===== src/inc/cssq_pkg.sv =====
package cssq_pkg;

	// ----------------------------------------------------------------
	// Register map
	// ----------------------------------------------------------------
	localparam logic [7:0] OPTIONS_OFFSET = 8'h00;
	localparam logic [7:0] STATUS_OFFSET  = 8'h04;
	localparam logic [7:0] PHASE_OFFSET   = 8'h08;

	// ----------------------------------------------------------------
	// Option register field positions
	// ----------------------------------------------------------------
	localparam int DONE_PHASE_LSB      = 0;
	localparam int TRISTATE_PHASE_LSB  = 4;
	localparam int WRITE_PHASE_LSB     = 8;
	localparam int LOCK_PHASE_LSB      = 12;
	localparam int MATCH_PHASE_LSB     = 16;
	localparam int DONE_PIPE_BIT       = 20;
	localparam int ACTIVE_RECONFIG_BIT = 21;
	localparam int PORT_SELECT_LSB     = 22;
	localparam int SECURITY_LSB        = 24;
	localparam int ERROR_SIGNAL_BIT    = 26;

	// ----------------------------------------------------------------
	// Phase codes and option encodings
	// ----------------------------------------------------------------
	localparam logic [2:0] PHASE_AT_DONE   = 3'h0;
	localparam logic [2:0] PHASE_KEEP      = 3'h7;
	localparam logic [2:0] NO_WAIT_SETTING = 3'h7;
	localparam logic [2:0] LAST_PHASE      = 3'h7;
	localparam logic [1:0] PORT_AUTO       = 2'h0;
	localparam logic [1:0] PORT_UPPER      = 2'h1;
	localparam logic [1:0] PORT_LOWER      = 2'h2;
	localparam logic [1:0] SECURITY_NONE   = 2'h0;
	localparam logic [1:0] SECURITY_LEVEL1 = 2'h1;
	localparam logic [1:0] SECURITY_LEVEL2 = 2'h2;

	// ----------------------------------------------------------------
	// Reset values
	// ----------------------------------------------------------------
	localparam logic [2:0] DONE_PHASE_RST     = 3'h4;
	localparam logic [2:0] TRISTATE_PHASE_RST = 3'h5;
	localparam logic [2:0] WRITE_PHASE_RST    = 3'h6;
	localparam logic [2:0] LOCK_PHASE_RST     = 3'h7;
	localparam logic [2:0] MATCH_PHASE_RST    = 3'h7;
	localparam logic       DONE_PIPE_RST      = 1'b0;
	localparam logic       ACTIVE_RECONF_RST  = 1'b0;
	localparam logic [1:0] PORT_SELECT_RST    = 2'h0;
	localparam logic [1:0] SECURITY_RST       = 2'h0;
	localparam logic       ERROR_SIGNAL_RST   = 1'b1;

	// ----------------------------------------------------------------
	// Sequencer states
	// ----------------------------------------------------------------
	typedef enum logic [2:0] {
		CSSQ_IDLE = 3'b001,
		CSSQ_RUN  = 3'b010,
		CSSQ_END  = 3'b100
	} cssq_state_t;

endpackage


===== src/logic/cssq_sequencer.sv =====
// Design decisions made here: the strobed register port and the placing of the registers.
`timescale 1ns/1ps
// How it works
// RL1: Configuration and readback traffic go through the upper or lower access port per the select option, automatic by default.
// RL2: With active reconfiguration set, neither the interconnect hold nor the global set/reset is asserted during configuration.
// RL3: Security None allows readback, Level1 disables it, and Level2 is treated here as disabling it too.
// RL4: Done is raised in a selectable phase 1 to 6 or never (Keep), default phase 4.
// RL5: With done pipelining set, done rises one configuration clock tick after its selected phase.
// RL6: The output tristate is released in phase 1 to 6, at done, or never, default phase 5.
// RL7: The global write enable and block RAM enable assert in phase 1 to 6, at done, or never, default 6.
// RL8: Block RAM reads and writes stay disabled until the write enable phase.
// RL9: A lock wait phase 0 to 6 holds the sequence there until every clock manager reports lock.
// RL10: With the no-wait lock setting the sequence ignores lock status.
// RL11: A match phase 0 to 6 stalls the sequence there until impedance calibration has matched.
// RL12: Calibration runs before the match phase; the sequencer only waits, so startup length varies.
// RL13: The external source keeps toggling the configuration clock until done goes high.
// RL14: The auto match setting is resolved by the generator to phase 2 or no wait before load.
// RL15: With error signalling enabled, a configuration error drives the active low init pin to 0.
// RL16: The sequence steps one phase per rising configuration clock edge from phase 0, except while waiting.
module cssq_sequencer (
	input  wire logic        core_clk,
	input  wire logic        rst_n,
	input  wire logic        config_clk,
	input  wire logic        clock_manager_locked,
	input  wire logic        impedance_calibration_match,
	input  wire logic        load_done,
	input  wire logic        config_error,
	input  wire logic [7:0]  reg_addr,
	input  wire logic [31:0] reg_wdata,
	input  wire logic        reg_write,
	input  wire logic        reg_read,
	output logic      [31:0] reg_rdata,
	output logic             done_out,
	output logic             global_output_tristate,
	output logic             global_write_enable,
	output logic             bram_enable,
	output logic             global_interconnect_hold,
	output logic             global_set_reset,
	output logic             port_upper_enable,
	output logic             port_lower_enable,
	output logic             readback_enable,
	output logic             init_status_n
);

	// ----------------------------------------------------------------
	// Synchronisers for the pin side inputs
	// ----------------------------------------------------------------
	logic [1:0] clk_sync_r;
	logic [1:0] lock_sync_r;
	logic [1:0] match_sync_r;
	logic       clk_prev_r;
	logic       tick;

	// Only the second stage of each chain is looked at by any logic.
	always_ff @(posedge core_clk or negedge rst_n) begin
		if (!rst_n) begin
			clk_sync_r   <= 2'b00;
			lock_sync_r  <= 2'b00;
			match_sync_r <= 2'b00;
			clk_prev_r   <= 1'b0;
		end else begin
			clk_sync_r   <= {clk_sync_r[0], config_clk};
			lock_sync_r  <= {lock_sync_r[0], clock_manager_locked};
			match_sync_r <= {match_sync_r[0], impedance_calibration_match};
			clk_prev_r   <= clk_sync_r[1];
		end
	end

	// One tick per rising configuration clock edge; the clock must be slower than half core_clk.
	assign tick = clk_sync_r[1] & ~clk_prev_r;

	// ----------------------------------------------------------------
	// Option register
	// ----------------------------------------------------------------
	logic [2:0] done_phase_r;
	logic [2:0] tristate_phase_r;
	logic [2:0] write_phase_r;
	logic [2:0] lock_phase_r;
	logic [2:0] match_phase_r;
	logic       done_pipelining_r;
	logic       active_reconfig_option_r;
	logic [1:0] config_port_select_r;
	logic [1:0] security_r;
	logic       error_signal_r;

	// Options are meant to be written before load; a change mid-sequence takes effect at once.
	always_ff @(posedge core_clk or negedge rst_n) begin
		if (!rst_n) begin
			done_phase_r             <= cssq_pkg::DONE_PHASE_RST;
			tristate_phase_r         <= cssq_pkg::TRISTATE_PHASE_RST;
			write_phase_r            <= cssq_pkg::WRITE_PHASE_RST;
			lock_phase_r             <= cssq_pkg::LOCK_PHASE_RST;
			match_phase_r            <= cssq_pkg::MATCH_PHASE_RST;
			done_pipelining_r        <= cssq_pkg::DONE_PIPE_RST;
			active_reconfig_option_r <= cssq_pkg::ACTIVE_RECONF_RST;
			config_port_select_r     <= cssq_pkg::PORT_SELECT_RST;
			security_r               <= cssq_pkg::SECURITY_RST;
			error_signal_r           <= cssq_pkg::ERROR_SIGNAL_RST;
		end else if (reg_write && reg_addr == cssq_pkg::OPTIONS_OFFSET) begin
			done_phase_r             <= reg_wdata[cssq_pkg::DONE_PHASE_LSB +: 3];
			tristate_phase_r         <= reg_wdata[cssq_pkg::TRISTATE_PHASE_LSB +: 3];
			write_phase_r            <= reg_wdata[cssq_pkg::WRITE_PHASE_LSB +: 3];
			lock_phase_r             <= reg_wdata[cssq_pkg::LOCK_PHASE_LSB +: 3];
			match_phase_r            <= reg_wdata[cssq_pkg::MATCH_PHASE_LSB +: 3];
			done_pipelining_r        <= reg_wdata[cssq_pkg::DONE_PIPE_BIT];
			active_reconfig_option_r <= reg_wdata[cssq_pkg::ACTIVE_RECONFIG_BIT];
			config_port_select_r     <= reg_wdata[cssq_pkg::PORT_SELECT_LSB +: 2];
			security_r               <= reg_wdata[cssq_pkg::SECURITY_LSB +: 2];
			error_signal_r           <= reg_wdata[cssq_pkg::ERROR_SIGNAL_BIT];
		end
	end

	// ----------------------------------------------------------------
	// Phase sequencer
	// ----------------------------------------------------------------
	cssq_pkg::cssq_state_t state_r;
	logic [2:0]            phase_r;
	logic                  lock_hold;
	logic                  match_hold;
	logic                  step_ok;

	// Wait codes of 7 mean no wait, since phase 7 is never a wait slot.
	assign lock_hold  = (lock_phase_r != cssq_pkg::NO_WAIT_SETTING) &&
	                    (phase_r == lock_phase_r) && !lock_sync_r[1]; // RL9 RL10
	// Calibration is started elsewhere before this phase; here it is only awaited.
	assign match_hold = (match_phase_r != cssq_pkg::NO_WAIT_SETTING) &&
	                    (phase_r == match_phase_r) && !match_sync_r[1]; // RL11 RL12
	assign step_ok    = tick && !lock_hold && !match_hold;

	// Runs once per load; dropping load_done returns to idle for a new configuration.
	always_ff @(posedge core_clk or negedge rst_n) begin
		if (!rst_n) begin
			state_r <= cssq_pkg::CSSQ_IDLE;
			phase_r <= 3'h0;
		end else begin
			case (state_r)
				cssq_pkg::CSSQ_IDLE: begin
					phase_r <= 3'h0;
					if (load_done) begin
						state_r <= cssq_pkg::CSSQ_RUN;
					end
				end
				cssq_pkg::CSSQ_RUN: begin
					if (!load_done) begin
						state_r <= cssq_pkg::CSSQ_IDLE;
					end else if (step_ok) begin
						if (phase_r == cssq_pkg::LAST_PHASE) begin
							state_r <= cssq_pkg::CSSQ_END;
						end else begin
							phase_r <= phase_r + 3'h1; // RL16
						end
					end
				end
				cssq_pkg::CSSQ_END: begin
					if (!load_done) begin
						state_r <= cssq_pkg::CSSQ_IDLE;
					end
				end
				default: begin
					state_r <= cssq_pkg::CSSQ_IDLE;
				end
			endcase
		end
	end

	// ----------------------------------------------------------------
	// Startup events
	// ----------------------------------------------------------------
	logic running;
	logic done_hit;
	logic done_pend_r;
	logic done_r;
	logic done_evt;
	logic tristate_r;
	logic write_en_r;

	assign running  = (state_r == cssq_pkg::CSSQ_RUN) && tick;
	assign done_hit = running && (done_phase_r != cssq_pkg::PHASE_KEEP) &&
	                  (done_phase_r != cssq_pkg::PHASE_AT_DONE) && (phase_r == done_phase_r);
	assign done_evt = !done_r && ((done_hit && !done_pipelining_r) || (done_pend_r && tick));

	// Done rises in its phase, or one tick later when pipelined.
	always_ff @(posedge core_clk or negedge rst_n) begin
		if (!rst_n) begin
			done_r      <= 1'b0;
			done_pend_r <= 1'b0;
		end else if (state_r == cssq_pkg::CSSQ_IDLE) begin
			done_r      <= 1'b0;
			done_pend_r <= 1'b0;
		end else begin
			if (done_hit && done_pipelining_r && !done_r) begin
				done_pend_r <= 1'b1; // RL5
			end else if (done_pend_r && tick) begin
				done_pend_r <= 1'b0;
			end
			if (done_evt) begin
				done_r <= 1'b1; // RL4 RL5
			end
		end
	end

	// Tristate stays asserted until its phase or the done event; Keep never releases.
	always_ff @(posedge core_clk or negedge rst_n) begin
		if (!rst_n) begin
			tristate_r <= 1'b1;
		end else if (state_r == cssq_pkg::CSSQ_IDLE) begin
			tristate_r <= 1'b1;
		end else if (tristate_phase_r == cssq_pkg::PHASE_AT_DONE) begin
			if (done_evt) begin
				tristate_r <= 1'b0; // RL6
			end
		end else if (tristate_phase_r != cssq_pkg::PHASE_KEEP && running &&
		             phase_r == tristate_phase_r) begin
			tristate_r <= 1'b0; // RL6
		end
	end

	// Write enable also gates block RAM access, so RAMs are idle until this fires.
	always_ff @(posedge core_clk or negedge rst_n) begin
		if (!rst_n) begin
			write_en_r <= 1'b0;
		end else if (state_r == cssq_pkg::CSSQ_IDLE) begin
			write_en_r <= 1'b0;
		end else if (write_phase_r == cssq_pkg::PHASE_AT_DONE) begin
			if (done_evt) begin
				write_en_r <= 1'b1; // RL7 RL8
			end
		end else if (write_phase_r != cssq_pkg::PHASE_KEEP && running &&
		             phase_r == write_phase_r) begin
			write_en_r <= 1'b1; // RL7 RL8
		end
	end

	// ----------------------------------------------------------------
	// Error latch
	// ----------------------------------------------------------------
	logic error_r;

	// Sticky until a new load starts; an error in that same cycle still sets it.
	always_ff @(posedge core_clk or negedge rst_n) begin
		if (!rst_n) begin
			error_r <= 1'b0;
		end else if (config_error) begin
			error_r <= 1'b1;
		end else if (state_r == cssq_pkg::CSSQ_IDLE && load_done) begin
			error_r <= 1'b0;
		end
	end

	// ----------------------------------------------------------------
	// Registered outputs
	// ----------------------------------------------------------------
	logic in_config;

	assign in_config = (state_r == cssq_pkg::CSSQ_IDLE);

	// Every top output is a flop, which costs one core cycle behind the internal state.
	always_ff @(posedge core_clk or negedge rst_n) begin
		if (!rst_n) begin
			done_out                 <= 1'b0;
			global_output_tristate   <= 1'b1;
			global_write_enable      <= 1'b0;
			bram_enable              <= 1'b0;
			global_interconnect_hold <= 1'b0;
			global_set_reset         <= 1'b0;
			init_status_n            <= 1'b1;
		end else begin
			done_out                 <= done_r;
			global_output_tristate   <= tristate_r;
			global_write_enable      <= write_en_r; // RL7
			bram_enable              <= write_en_r; // RL8
			global_interconnect_hold <= in_config && !active_reconfig_option_r; // RL2
			global_set_reset         <= in_config && !active_reconfig_option_r; // RL2
			init_status_n            <= !(error_r && error_signal_r); // RL15
		end
	end

	// Port choice and readback permission follow the options directly.
	always_ff @(posedge core_clk or negedge rst_n) begin
		if (!rst_n) begin
			port_upper_enable <= 1'b0;
			port_lower_enable <= 1'b0;
			readback_enable   <= 1'b0;
		end else begin
			port_upper_enable <= (config_port_select_r == cssq_pkg::PORT_UPPER) ||
			                     (config_port_select_r == cssq_pkg::PORT_AUTO); // RL1
			port_lower_enable <= (config_port_select_r == cssq_pkg::PORT_LOWER); // RL1
			readback_enable   <= (security_r == cssq_pkg::SECURITY_NONE); // RL3
		end
	end

	// ----------------------------------------------------------------
	// Register read port
	// ----------------------------------------------------------------
	logic [31:0] rd_mux;

	// Unmapped addresses read as zero.
	always_comb begin
		rd_mux = 32'h0000_0000;
		case (reg_addr)
			cssq_pkg::OPTIONS_OFFSET: begin
				rd_mux[cssq_pkg::DONE_PHASE_LSB +: 3]     = done_phase_r;
				rd_mux[cssq_pkg::TRISTATE_PHASE_LSB +: 3] = tristate_phase_r;
				rd_mux[cssq_pkg::WRITE_PHASE_LSB +: 3]    = write_phase_r;
				rd_mux[cssq_pkg::LOCK_PHASE_LSB +: 3]     = lock_phase_r;
				rd_mux[cssq_pkg::MATCH_PHASE_LSB +: 3]    = match_phase_r;
				rd_mux[cssq_pkg::DONE_PIPE_BIT]           = done_pipelining_r;
				rd_mux[cssq_pkg::ACTIVE_RECONFIG_BIT]     = active_reconfig_option_r;
				rd_mux[cssq_pkg::PORT_SELECT_LSB +: 2]    = config_port_select_r;
				rd_mux[cssq_pkg::SECURITY_LSB +: 2]       = security_r;
				rd_mux[cssq_pkg::ERROR_SIGNAL_BIT]        = error_signal_r;
			end
			cssq_pkg::STATUS_OFFSET: begin
				rd_mux[0] = done_r;
				rd_mux[1] = !tristate_r;
				rd_mux[2] = write_en_r;
				rd_mux[3] = lock_hold;
				rd_mux[4] = match_hold;
				rd_mux[5] = error_r;
				rd_mux[6] = (state_r == cssq_pkg::CSSQ_END);
			end
			cssq_pkg::PHASE_OFFSET: begin
				rd_mux[2:0] = phase_r;
			end
			default: begin
				rd_mux = 32'h0000_0000;
			end
		endcase
	end

	// Read data stand for exactly the cycle after the strobe.
	always_ff @(posedge core_clk or negedge rst_n) begin
		if (!rst_n) begin
			reg_rdata <= 32'h0000_0000;
		end else if (reg_read) begin
			reg_rdata <= rd_mux;
		end else begin
			reg_rdata <= 32'h0000_0000;
		end
	end

endmodule


===== config.mk =====
export PLATFORM = sky130hd
export DESIGN_NAME = cssq_sequencer
export DESIGN_NICKNAME = d
export VERILOG_FILES = /design/src/inc/cssq_pkg.sv /design/src/logic/cssq_sequencer.sv
export SDC_FILE = /design/constraint.sdc
export NUM_CORES = 1
export LEC_CHECK = 0
export BUFFER_PORTS_ARGS = -buffer_cell sky130_fd_sc_hd__buf_2
export CELL_PAD_IN_SITES_DETAIL_PLACEMENT = 1
export CELL_PAD_IN_SITES_GLOBAL_PLACEMENT = 1
export CORE_ASPECT_RATIO = 0.5
export CORE_UTILIZATION = 35
export CTS_BUF_LIST = sky130_fd_sc_hd__clkbuf_4
export CTS_CLUSTER_SIZE = 14
export DETAILED_ROUTE_END_ITERATION = 8
export PLACE_DENSITY = 0.77
export SYNTH_ARGS = -nofsm -noshare
export SYNTH_HDL_FRONTEND = slang
export SYNTH_SLANG_ARGS = --single-unit

===== constraint.sdc =====
create_clock -name core_clk -period 1.4 [get_ports core_clk]
set_input_delay 0.14 -clock core_clk [delete_from_list [all_inputs] [get_ports core_clk]]
set_output_delay 0.14 -clock core_clk [all_outputs]
set_load 0.02 [all_outputs]

==> results of run 1 <==
==> sequential cells by signal, indices dropped and copies added (netlist names), 2 cells and up <==
signal and cells:
state_r 3, match_sync_r 2, config_port_select_r 2, security_r 2, write_phase_r 3, match_phase_r 3, lock_sync_r 2, tristate_phase_r 3
phase_r 3, reg_rdata 23, clk_sync_r 2, lock_phase_r 3, done_phase_r 3
==> synthesized netlist by cell type (all sizes together), types with 3 or more instances <==
library cell,number
clkbuf,4
mux2,22
nor3,7
xnor2,4
nor2b,4
nand2,14
dfrtp,55
dfstp,16
nand2b,6
o22ai,5
nand4,4
o21ai,6
and2,16
mux2i,4
buf,17
nor2,19
inv,5
nand3,3
nor4,5
a21oi,11
==> logic make-up (layout without fill, tap and decap cells) <==
group                    after synthesis  in the layout
AND/OR/NAND/NOR                       90             90
flip-flops                            71             71
AO/OA/AOI/OAI                         37             37
multiplexers                          26             26
buffers and inverters                 26            156
XOR/XNOR                               6              6
adder cells (fa/ha/maj)                2              2
other                                  1              9
==> tightest hold or removal path, delay by kind of cell <==
| kind | cells | cell delay, ns |
|---|---|---|
| and+or+nand+nor | 1 | 0.06 |
| buffers and inverters | 2 | 0.27 |
==> cells in the final DEF, fill, tap and decap left out, drive strengths merged, types with 2 or more instances in the layout <==
cell type      n
xor2           2
a21oi         11
o22ai          5
nor4bb         2
o21ai          6
nand3b         2
nand3          3
bufinv         2
nor2b          4
dlygate4sd3   28
nor2          19
nor3           7
conb           9
ha             2
nand2b         6
a31oi          2
nand4          4
nor4           5
mux2i          4
buf          107
inv            8
and4bb         2
dfstp         16
nand2         14
mux2          22
and2          16
xnor2          4
a21boi         2
clkbuf         9
dfrtp         55
==> final cells by class <==
class	instances	area, um^2
well taps	112	140
fillers	914	3940
multi-input cells	170	1280
flip-flops and latches	71	1800
clock inverters	7	103
clock buffers	9	67.6
inverters	5	18.8
repair buffers	135	938
==> report_power, final <==
| group | switching (mW) | internal, mW |
|---|---|---|
| Sequential | 0.0623 | 2.13 |
| Combinational | 0.270 | 0.264 |
| Clock | 0.809 | 0.744 |
| Total | 1.14 | 3.14 |
==> path summary, 6_finish.rpt <==
kind                                                 end  depth (start not counted)                 startpoint  slack [ns]
max in group asynchronous        reg_rdata[26]$_DFF_PN0_                          3                      rst_n        0.65
setup / recovery                  write_en_r$_DFFE_PN0P_                          5     phase_r[1]$_DFFE_PN0P_       -0.26
hold / removal                    reg_rdata[3]$_DFF_PN0_                          3                reg_addr[3]        0.06
setup reg to reg                  write_en_r$_DFFE_PN0P_                          5     phase_r[1]$_DFFE_PN0P_       -0.26
hold reg to reg                match_sync_r[1]$_DFF_PN0_                          0  match_sync_r[0]$_DFF_PN0_        0.36
min in group asynchronous  done_pipelining_r$_DFFE_PN0P_                          2                      rst_n        0.15
==> timing repair <==
item,4_1_cts,5_1_grt
resized for setup,8,14
setup buffers,2,0
hold buffers,28,0
hold endpoints to repair,89,0
endpoints found under the setup margin,10,13
pin swaps,8,9
==> metal layers <==
metal	share of wire [%]	global-route usage (%)	wire length [um]	vias to the layer above
li1	-	-	-	1156
met3	5.0	5.56	434	11
met5	0	0	0	-
met2	50	36.3	4280	74
met1	44	22.0	3770	1240
met4	1.3	8.71	115	0
==> summary.txt, run 1 <==
Outcome: finished with violations
Failing checks: setup timing
Peak supply drop: 0.000454 V
Initial antenna violation count: 0
Area Overhead vs Synth: 40.2%
DR vias: 2481
Post-route minimum period: 1.66 ns
Worst stage delay on the critical path: 0.49 ns
Synthesized-area fraction occupied by and/or/nand/nor cells: 16.4%
Final Instance Area: 4350 um^2
Util after Layout: 52.5%
Top cells by area, synth: dfrtp_1, dfstp_2, mux2_2
First-pass GRT wire length: 13200 um
PwrDens: 984 nW/um^2
Chip height: 68.6 um
Total GRT Usage: 19.7%
Number of core rows: 23
Largest net degree at the start of global routing: 30
EDFF count, synth: 0
Syn. warnings: 0
Xor/xnor cell area share of the yosys netlist: 1.69%
Vias in the first global route: 2573
F_max: 603 MHz
Max-slew violations: 0
Mux contribution to synthesized area: 9.27%
Vias per cell: 4.87
Dpl hpwl: 5750 um
Compound-Gate Fraction of Synth Area: 8.79%
1st-iter DRT viols: 77
Worst-Skew Late Latency: 0.44 ns
CTS Buf Count: 9
Root buffer cell: clkbuf_4
I/O Pins: 91
Worst hold-check path type: in2reg
Drt wl/cell: 16.9 um
Mapped Area: 3100 um^2
Avg Cell Area, Syn: 12.0 um^2
Family with the most delay on the worst path: compound AO/OA/AOI/OAI gates
Crit-path cells: and4bb_1 -> o22ai_2 -> a2111oi_4 -> o21ai_2 -> o22ai_2
Port bufs: 71
Seq cells post-synth: 71
Register clock-pin slew on the reported worst setup and hold paths: 0.12 ns
Pleak: 2.10 nW
Final Net Count: 443
Synth cell types: 55
Placed cell count: 463
Routability cong.: 0.793
Final setup vio count: 11
CORE AREA: 8290 um^2
Worst setup EP type: flip-flop
Final Hold Violating Endpoints: 0
DR pass1 iterations: 4
CTS sink count: 71
CP max-delay cell: dfrtp_2
Diodes inserted: 0
Most used cell, CP: o22ai_2
Final ANT Viol Nets: 0
DIE AREA: 9270 um^2
CP bufs+invs: 0
Min setup slack post-route: -0.259 ns
Final TNS setup: -1.98 ns
Top FF cell, synth: dfrtp_1
Startpoint Class: flip-flop
Skew final: 0.0148 ns
Die Wd: 135 um
Proportion of netlist area held by the largest area contributor: 44.3%
Max-cap violations: 0
Pre-CTS setup slack: -0.351 ns
Worst Path Max Fanout: 7
CP required: 1.76 ns
Post-Layout Cell Count: 509
Post-synth ARST share: 100%
# DRC: 0
Register area share after synthesis: 57.9%
RSZ-0062 raised after global routing: true
Final cycle utilization of the critical path: 118%
Crit path DAT: 2.02 ns
Layout cell share with drive strength beyond 1: 47.4%
Largest family of logic cells by synthesized area: simple AND/OR/NAND/NOR gates
Total grt overflow: 0
Final hold slack: 0.0615 ns
Number of H-tree levels: 3
Routed WL: 8600 um
Critical path type: reg2reg
CTS tree: done
Total Power: 4.28 mW
Post-synthesis cell type with the largest combined area: dfrtp_1
Starting Density: 37.5%
Synth Instances: 259
Area post-placement: 3800 um^2
Max clock buf depth: 2
Synth Area in Adders: 0.806%
Power figures use the tool's default switching activity.
==> inputs of run 2 (changes only) <==
--- a/config.mk
+++ b/config.mk
@@ -14,6 +14,7 @@
 export CTS_CLUSTER_SIZE = 14
 export DETAILED_ROUTE_END_ITERATION = 8
 export PLACE_DENSITY = 0.77
+export SKIP_CTS_REPAIR_TIMING = 1
 export SYNTH_ARGS = -nofsm -noshare
 export SYNTH_HDL_FRONTEND = slang
 export SYNTH_SLANG_ARGS = --single-unit
==> summary.txt, run 2 (same netlist as run 1, synthesis figures left out) <==
Chip height: 68.6 um (unchanged)
Post-route minimum period: 1.71 ns (+0.0507 ns)
Initial antenna violation count: 0 (unchanged)
Hold Crit Start: reg_addr[3]
Number of cells on the worst reg-to-reg path: 7 (+2)
Outcome: finished with violations
Crit path DAT: 2.08 ns (+0.06 ns)
Most flops, register: reg_rdata
First-pass GRT wire length: 12000 um (-9.1%)
Max-cap violations: 0 (unchanged)
Layout cell share with drive strength beyond 1: 46.5% (-0.87 points)
RR Startpoint: phase_r[1]$_DFFE_PN0P_
DIE AREA: 9270 um^2 (unchanged)
Worst Path Max Fanout: 7 (unchanged)
CTS tree: done
Final Net Count: 444 (+0.23%)
Drt wl/cell: 16.8 um (-0.80%)
Largest net degree at the start of global routing: 30 (unchanged)
1st-iter DRT viols: 81 (+5.2%)
Area Overhead vs Synth: 39.7%
Worst setup EP type: flip-flop
Number of core rows: 23 (unchanged)
Total GRT Usage: 17.6% (-2.1 points)
CP required: 1.77 ns (about the same)
Dpl hpwl: 5750 um (unchanged)
Met3 usage: 5.48% (-0.073 points)
Max-slew violations: 0 (unchanged)
Most common cell after layout, fill and taps aside: buf_2
Max clock buf depth: 2 (unchanged)
Final cycle utilization of the critical path: 122% (+3.6 points)
R2r setup slk: -0.31 ns (-0.05 ns)
Vias in the first global route: 2396 (-6.9%)
CTS sink count: 71 (unchanged)
Final setup vio count: 11 (unchanged)
Min setup slack post-route: -0.309 ns (-0.0507 ns)
Pleak: 2.09 nW (-0.25%)
# DRC: 0 (unchanged)
Worst hold path endpoint: reg_rdata[3]$_DFF_PN0_
Commonest cells after routing, fill and taps aside: buf_2, dfrtp_1, buf_4
PwrDens: 990 nW/um^2 (+0.58%)
Skew final: 0.0216 ns (+0.00676 ns)
Most Crowded Layer GR: met2
RR Endpoint: state_r[1]$_DFFE_PN0P_
Grt met2 use: 31.0% (-5.3 points)
DR pass1 iterations: 4 (unchanged)
Failing checks: setup timing
Total grt overflow: 0 (unchanged)
Worst hold-check path type: in2reg
Largest register FFs: 23 (unchanged)
Total Power: 4.29 mW (+0.27%)
Startpoint Class: flip-flop
DR vias: 2441 (-1.6%)
WHS Path Cells: 3 (unchanged)
Number of H-tree levels: 3 (unchanged)
Met1 usage in global routing: 20.7% (-1.3 points)
Root buffer cell: clkbuf_4
Vias per cell: 4.79 (-1.8%)
Util after Layout: 52.3% (-0.17 points)
Routability cong.: 0.793 (unchanged)
Worst-Skew Late Latency: 0.46 ns (+0.02 ns)
F_max: 585 MHz (-3.0%)
Port bufs: 71 (unchanged)
I/O Pins: 91 (unchanged)
Final ANT Viol Nets: 0 (unchanged)
RSZ-0062 raised after global routing: true
Final Hold Violating Endpoints: 0 (unchanged)
Routed WL: 8550 um (-0.60%)
Diodes inserted: 0 (unchanged)
Die Wd: 135 um (unchanged)
CORE AREA: 8290 um^2 (unchanged)
Peak supply drop: 0.000438 V (-3.6%)
Register clock-pin slew on the reported worst setup and hold paths: 0.12 ns (about the same)
Starting Density: 37.5% (unchanged)
Critical path type: reg2reg
CTS Buf Count: 9 (unchanged)
## run 2: worst max-delay path: stages (launching register included)
cell	delay, ns
dfrtp_2	0.48
buf_6	0.15
xor2_2	0.15
nor2_1	0.12
o211ai_1	0.20
buf_4	0.20
a31o_1	0.21
a21oi_2	0.12
## run 2: metal layers
metal	part of all wire (%)	up-vias
met5	0	-
met4	1.8	0
met3	4.1	14
met2	49	62
met1	45	1213
li1	-	1152
## run 2: through the flow
step / TNS, ns / std cells / setup WS [ns] / instance area [um^2] / hold WS, ns
floorplan: -0.363 / 267 / -0.108 / 3170 / -0.156
global placement: -1.76 / 463 / -0.267 / 3800 / 0.0763
detailed placement: -2.26 / 463 / -0.351 / 3800 / 0.0799
CTS: -2.57 / 479 / -0.379 / 3970 / -0.419
global route: -2.89 / 510 / -0.370 / 4340 / 0.0164
finish: -2.22 / 510 / -0.309 / 4340 / 0.0548
## run 2: area by class of cell
class | instances | area [um^2]
fill | 917 | 3950
sequential | 71 | 1800
multi-input combinational | 170 | 1260
timing repair buffer | 136 | 946
tap | 112 | 140
clock inverter | 7 | 103
clock buffer | 9 | 67.6
inverter | 5 | 18.8
## run 2: where the power goes
group	leakage [nW]	internal [mW]	switching (mW)	total [mW]
Combinational	1.11	0.259	0.273	0.532
Sequential	0.891	2.13	0.0604	2.19
Clock	0.0875	0.744	0.824	1.57
## run 2: worst max path at each step
stage	startpoint	endpoint	cells after the start
after floorplan	phase_r[0]$_DFFE_PN0P_	tristate_r$_DFFE_PN1P_	5
after global placement	phase_r[0]$_DFFE_PN0P_	phase_r[0]$_DFFE_PN0P_	6
after detailed placement	phase_r[0]$_DFFE_PN0P_	phase_r[2]$_DFFE_PN0P_	6
after CTS	phase_r[0]$_DFFE_PN0P_	phase_r[2]$_DFFE_PN0P_	6
after global routing	phase_r[1]$_DFFE_PN0P_	state_r[1]$_DFFE_PN0P_	7
final	phase_r[1]$_DFFE_PN0P_	state_r[1]$_DFFE_PN0P_	7
==> inputs of run 3 (changes only) <==
--- a/config.mk
+++ b/config.mk
@@ -14,6 +14,7 @@
 export CTS_CLUSTER_SIZE = 14
 export DETAILED_ROUTE_END_ITERATION = 8
 export PLACE_DENSITY = 0.77
+export REMOVE_ABC_BUFFERS = 1
 export SKIP_CTS_REPAIR_TIMING = 1
 export SYNTH_ARGS = -nofsm -noshare
 export SYNTH_HDL_FRONTEND = slang
==> summary.txt, run 3 (same netlist as run 1, synthesis figures left out) <==
Outcome: finished with violations
Failing checks: setup timing
Max-slew violations: 0 (unchanged)
Pleak: 2.13 nW (+1.6%)
Startpoint Class: flip-flop
Post-route minimum period: 1.71 ns (-0.00328 ns)
Worst stage delay on the critical path: 0.49 ns (about the same)
Vias in the first global route: 2465 (+2.9%)
PwrDens: 914 nW/um^2 (-7.7%)
RSZ-0062 raised after global routing: true
Initial antenna violation count: 0 (unchanged)
# DRC: 0 (unchanged)
1st-iter DRT viols: 77 (-4.9%)
CTS sink count: 71 (unchanged)
Area Overhead vs Synth: 41.7%
Port bufs: 71 (unchanged)
Layout cell share with drive strength beyond 1: 48.1% (+1.6 points)
I/O Pins: 91 (unchanged)
Max-cap violations: 0 (unchanged)
Total GRT Usage: 18.2% (+0.55 points)
Crit-path cells: buf_4 -> xnor2_2 -> nand2_1 -> o31a_1 -> and3_4 -> o22ai_1
Util after Layout: 53.1% (+0.72 points)
Final hold slack: 0.0753 ns (+0.0205 ns)
Min setup slack post-route: -0.306 ns (+0.00328 ns)
Total grt overflow: 0 (unchanged)
CP required: 1.74 ns (-0.03 ns)
Chip height: 68.6 um (unchanged)
Worst hold-check path type: in2reg
Diodes inserted: 0 (unchanged)
Max clock buf depth: 2 (unchanged)
F_max: 586 MHz (+0.19%)
Final Hold Violating Endpoints: 0 (unchanged)
Peak supply drop: 0.000525 V (+20%)
Number of core rows: 23 (unchanged)
Pre-CTS setup slack: -0.270 ns (+0.0817 ns)
Starting Density: 37.5% (unchanged)
Vias per cell: 4.82 (+0.64%)
Post-Layout Cell Count: 513 (+0.59%)
CP max-delay cell: dfrtp_2
Worst-Skew Late Latency: 0.42 ns (-0.04 ns)
Register clock-pin slew on the reported worst setup and hold paths: 0.11 ns (about the same)
Final Net Count: 447 (+0.68%)
Routed WL: 8440 um (-1.3%)
Final ANT Viol Nets: 0 (unchanged)
Routability cong.: 0.804 (+1.3%)
Crit path DAT: 2.04 ns (-0.04 ns)
Number of H-tree levels: 3 (unchanged)
CTS Buf Count: 9 (unchanged)
DR vias: 2471 (+1.2%)
Most common cell after layout, fill and taps aside: buf_2
Dpl hpwl: 5710 um (-0.67%)
Total Power: 4.02 mW (-6.4%)
Critical path type: reg2reg
Worst setup EP type: flip-flop
CTS tree: done
Commonest cells after routing, fill and taps aside: buf_2, dfrtp_1, buf_4
Final setup vio count: 11 (unchanged)
Drt wl/cell: 16.5 um (-1.9%)
Skew final: 0.0183 ns (-0.00326 ns)
Final cycle utilization of the critical path: 122% (-0.23 points)
DIE AREA: 9270 um^2 (unchanged)
Root buffer cell: clkbuf_4
DR pass1 iterations: 4 (unchanged)
Worst Path Max Fanout: 6 (-1)
CORE AREA: 8290 um^2 (unchanged)
Placed cell count: 463 (unchanged)
Die Wd: 135 um (unchanged)
First-pass GRT wire length: 12400 um (+3.1%)
Largest net degree at the start of global routing: 72 (+140%)
Most flops, register: reg_rdata
Largest register FFs: 23 (unchanged)
[run 3: cell types whose count changed in the layout (fill, tap and decap cells not counted), sizes merged]
cell / delta
buf: +3
bufinv: -1
clkbuf: +4
clkinv: +1
clkinvlp: -1
inv: -3
[run 3: stage by stage]
stage | cell area (um^2) | TNS (ns)
2_1_floorplan | 3000 | -1.26
3_3_place_gp | 3770 | -1.54
3_5_place_dp | 3770 | -2.23
4_1_cts | 3910 | -2.51
5_1_grt | 4400 | -3.21
6_report | 4400 | -2.45
[run 3: where the power goes]
part	switching [mW]	internal (mW)
Clock	0.682	0.616
Sequential	0.0612	2.13
Combinational	0.273	0.255
[run 3: cell type report]
cell class                 count  area [um^2]
fill                         901         3890
timing repair buffer         139          972
clock inverter                 3         37.5
tap                          112          140
sequential                    71         1800
inverter                       5         18.8
multi-input combinational    170         1330
clock buffer                  13         97.6
[run 3: routing by layer]
layer | track usage [%] | part of all wire [%]
met5 | 0 | 0
met4 | 5.90 | 1.4
met3 | 5.12 | 3.8
met2 | 31.4 | 50
met1 | 22.5 | 45
[run 3: worst paths after layout]
check | depth (start not counted) | slack, ns | to | startpoint
hold reg to reg | 0 | 0.36 | clk_sync_r[1]$_DFF_PN0_ | clk_sync_r[0]$_DFF_PN0_
setup / recovery | 6 | -0.31 | phase_r[2]$_DFFE_PN0P_ | phase_r[1]$_DFFE_PN0P_
hold / removal | 3 | 0.08 | reg_rdata[4]$_DFF_PN0_ | reg_addr[3]
max in group asynchronous | 3 | 0.78 | global_output_tristate$_DFF_PN1_ | rst_n
min in group asynchronous | 3 | 0.27 | clk_prev_r$_DFF_PN0_ | rst_n
setup reg to reg | 6 | -0.31 | phase_r[2]$_DFFE_PN0P_ | phase_r[1]$_DFFE_PN0P_
[run 3: critical path, delay by kind of cell, from the launching register on]
| kind | cells | cell delay [ns] |
|---|---|---|
| AND/OR/NAND/NOR | 2 | 0.32 |
| flip-flops | 1 | 0.49 |
| AO/OA/AOI/OAI | 2 | 0.53 |
| buffers and inverters | 1 | 0.17 |
| XOR/XNOR | 1 | 0.11 |
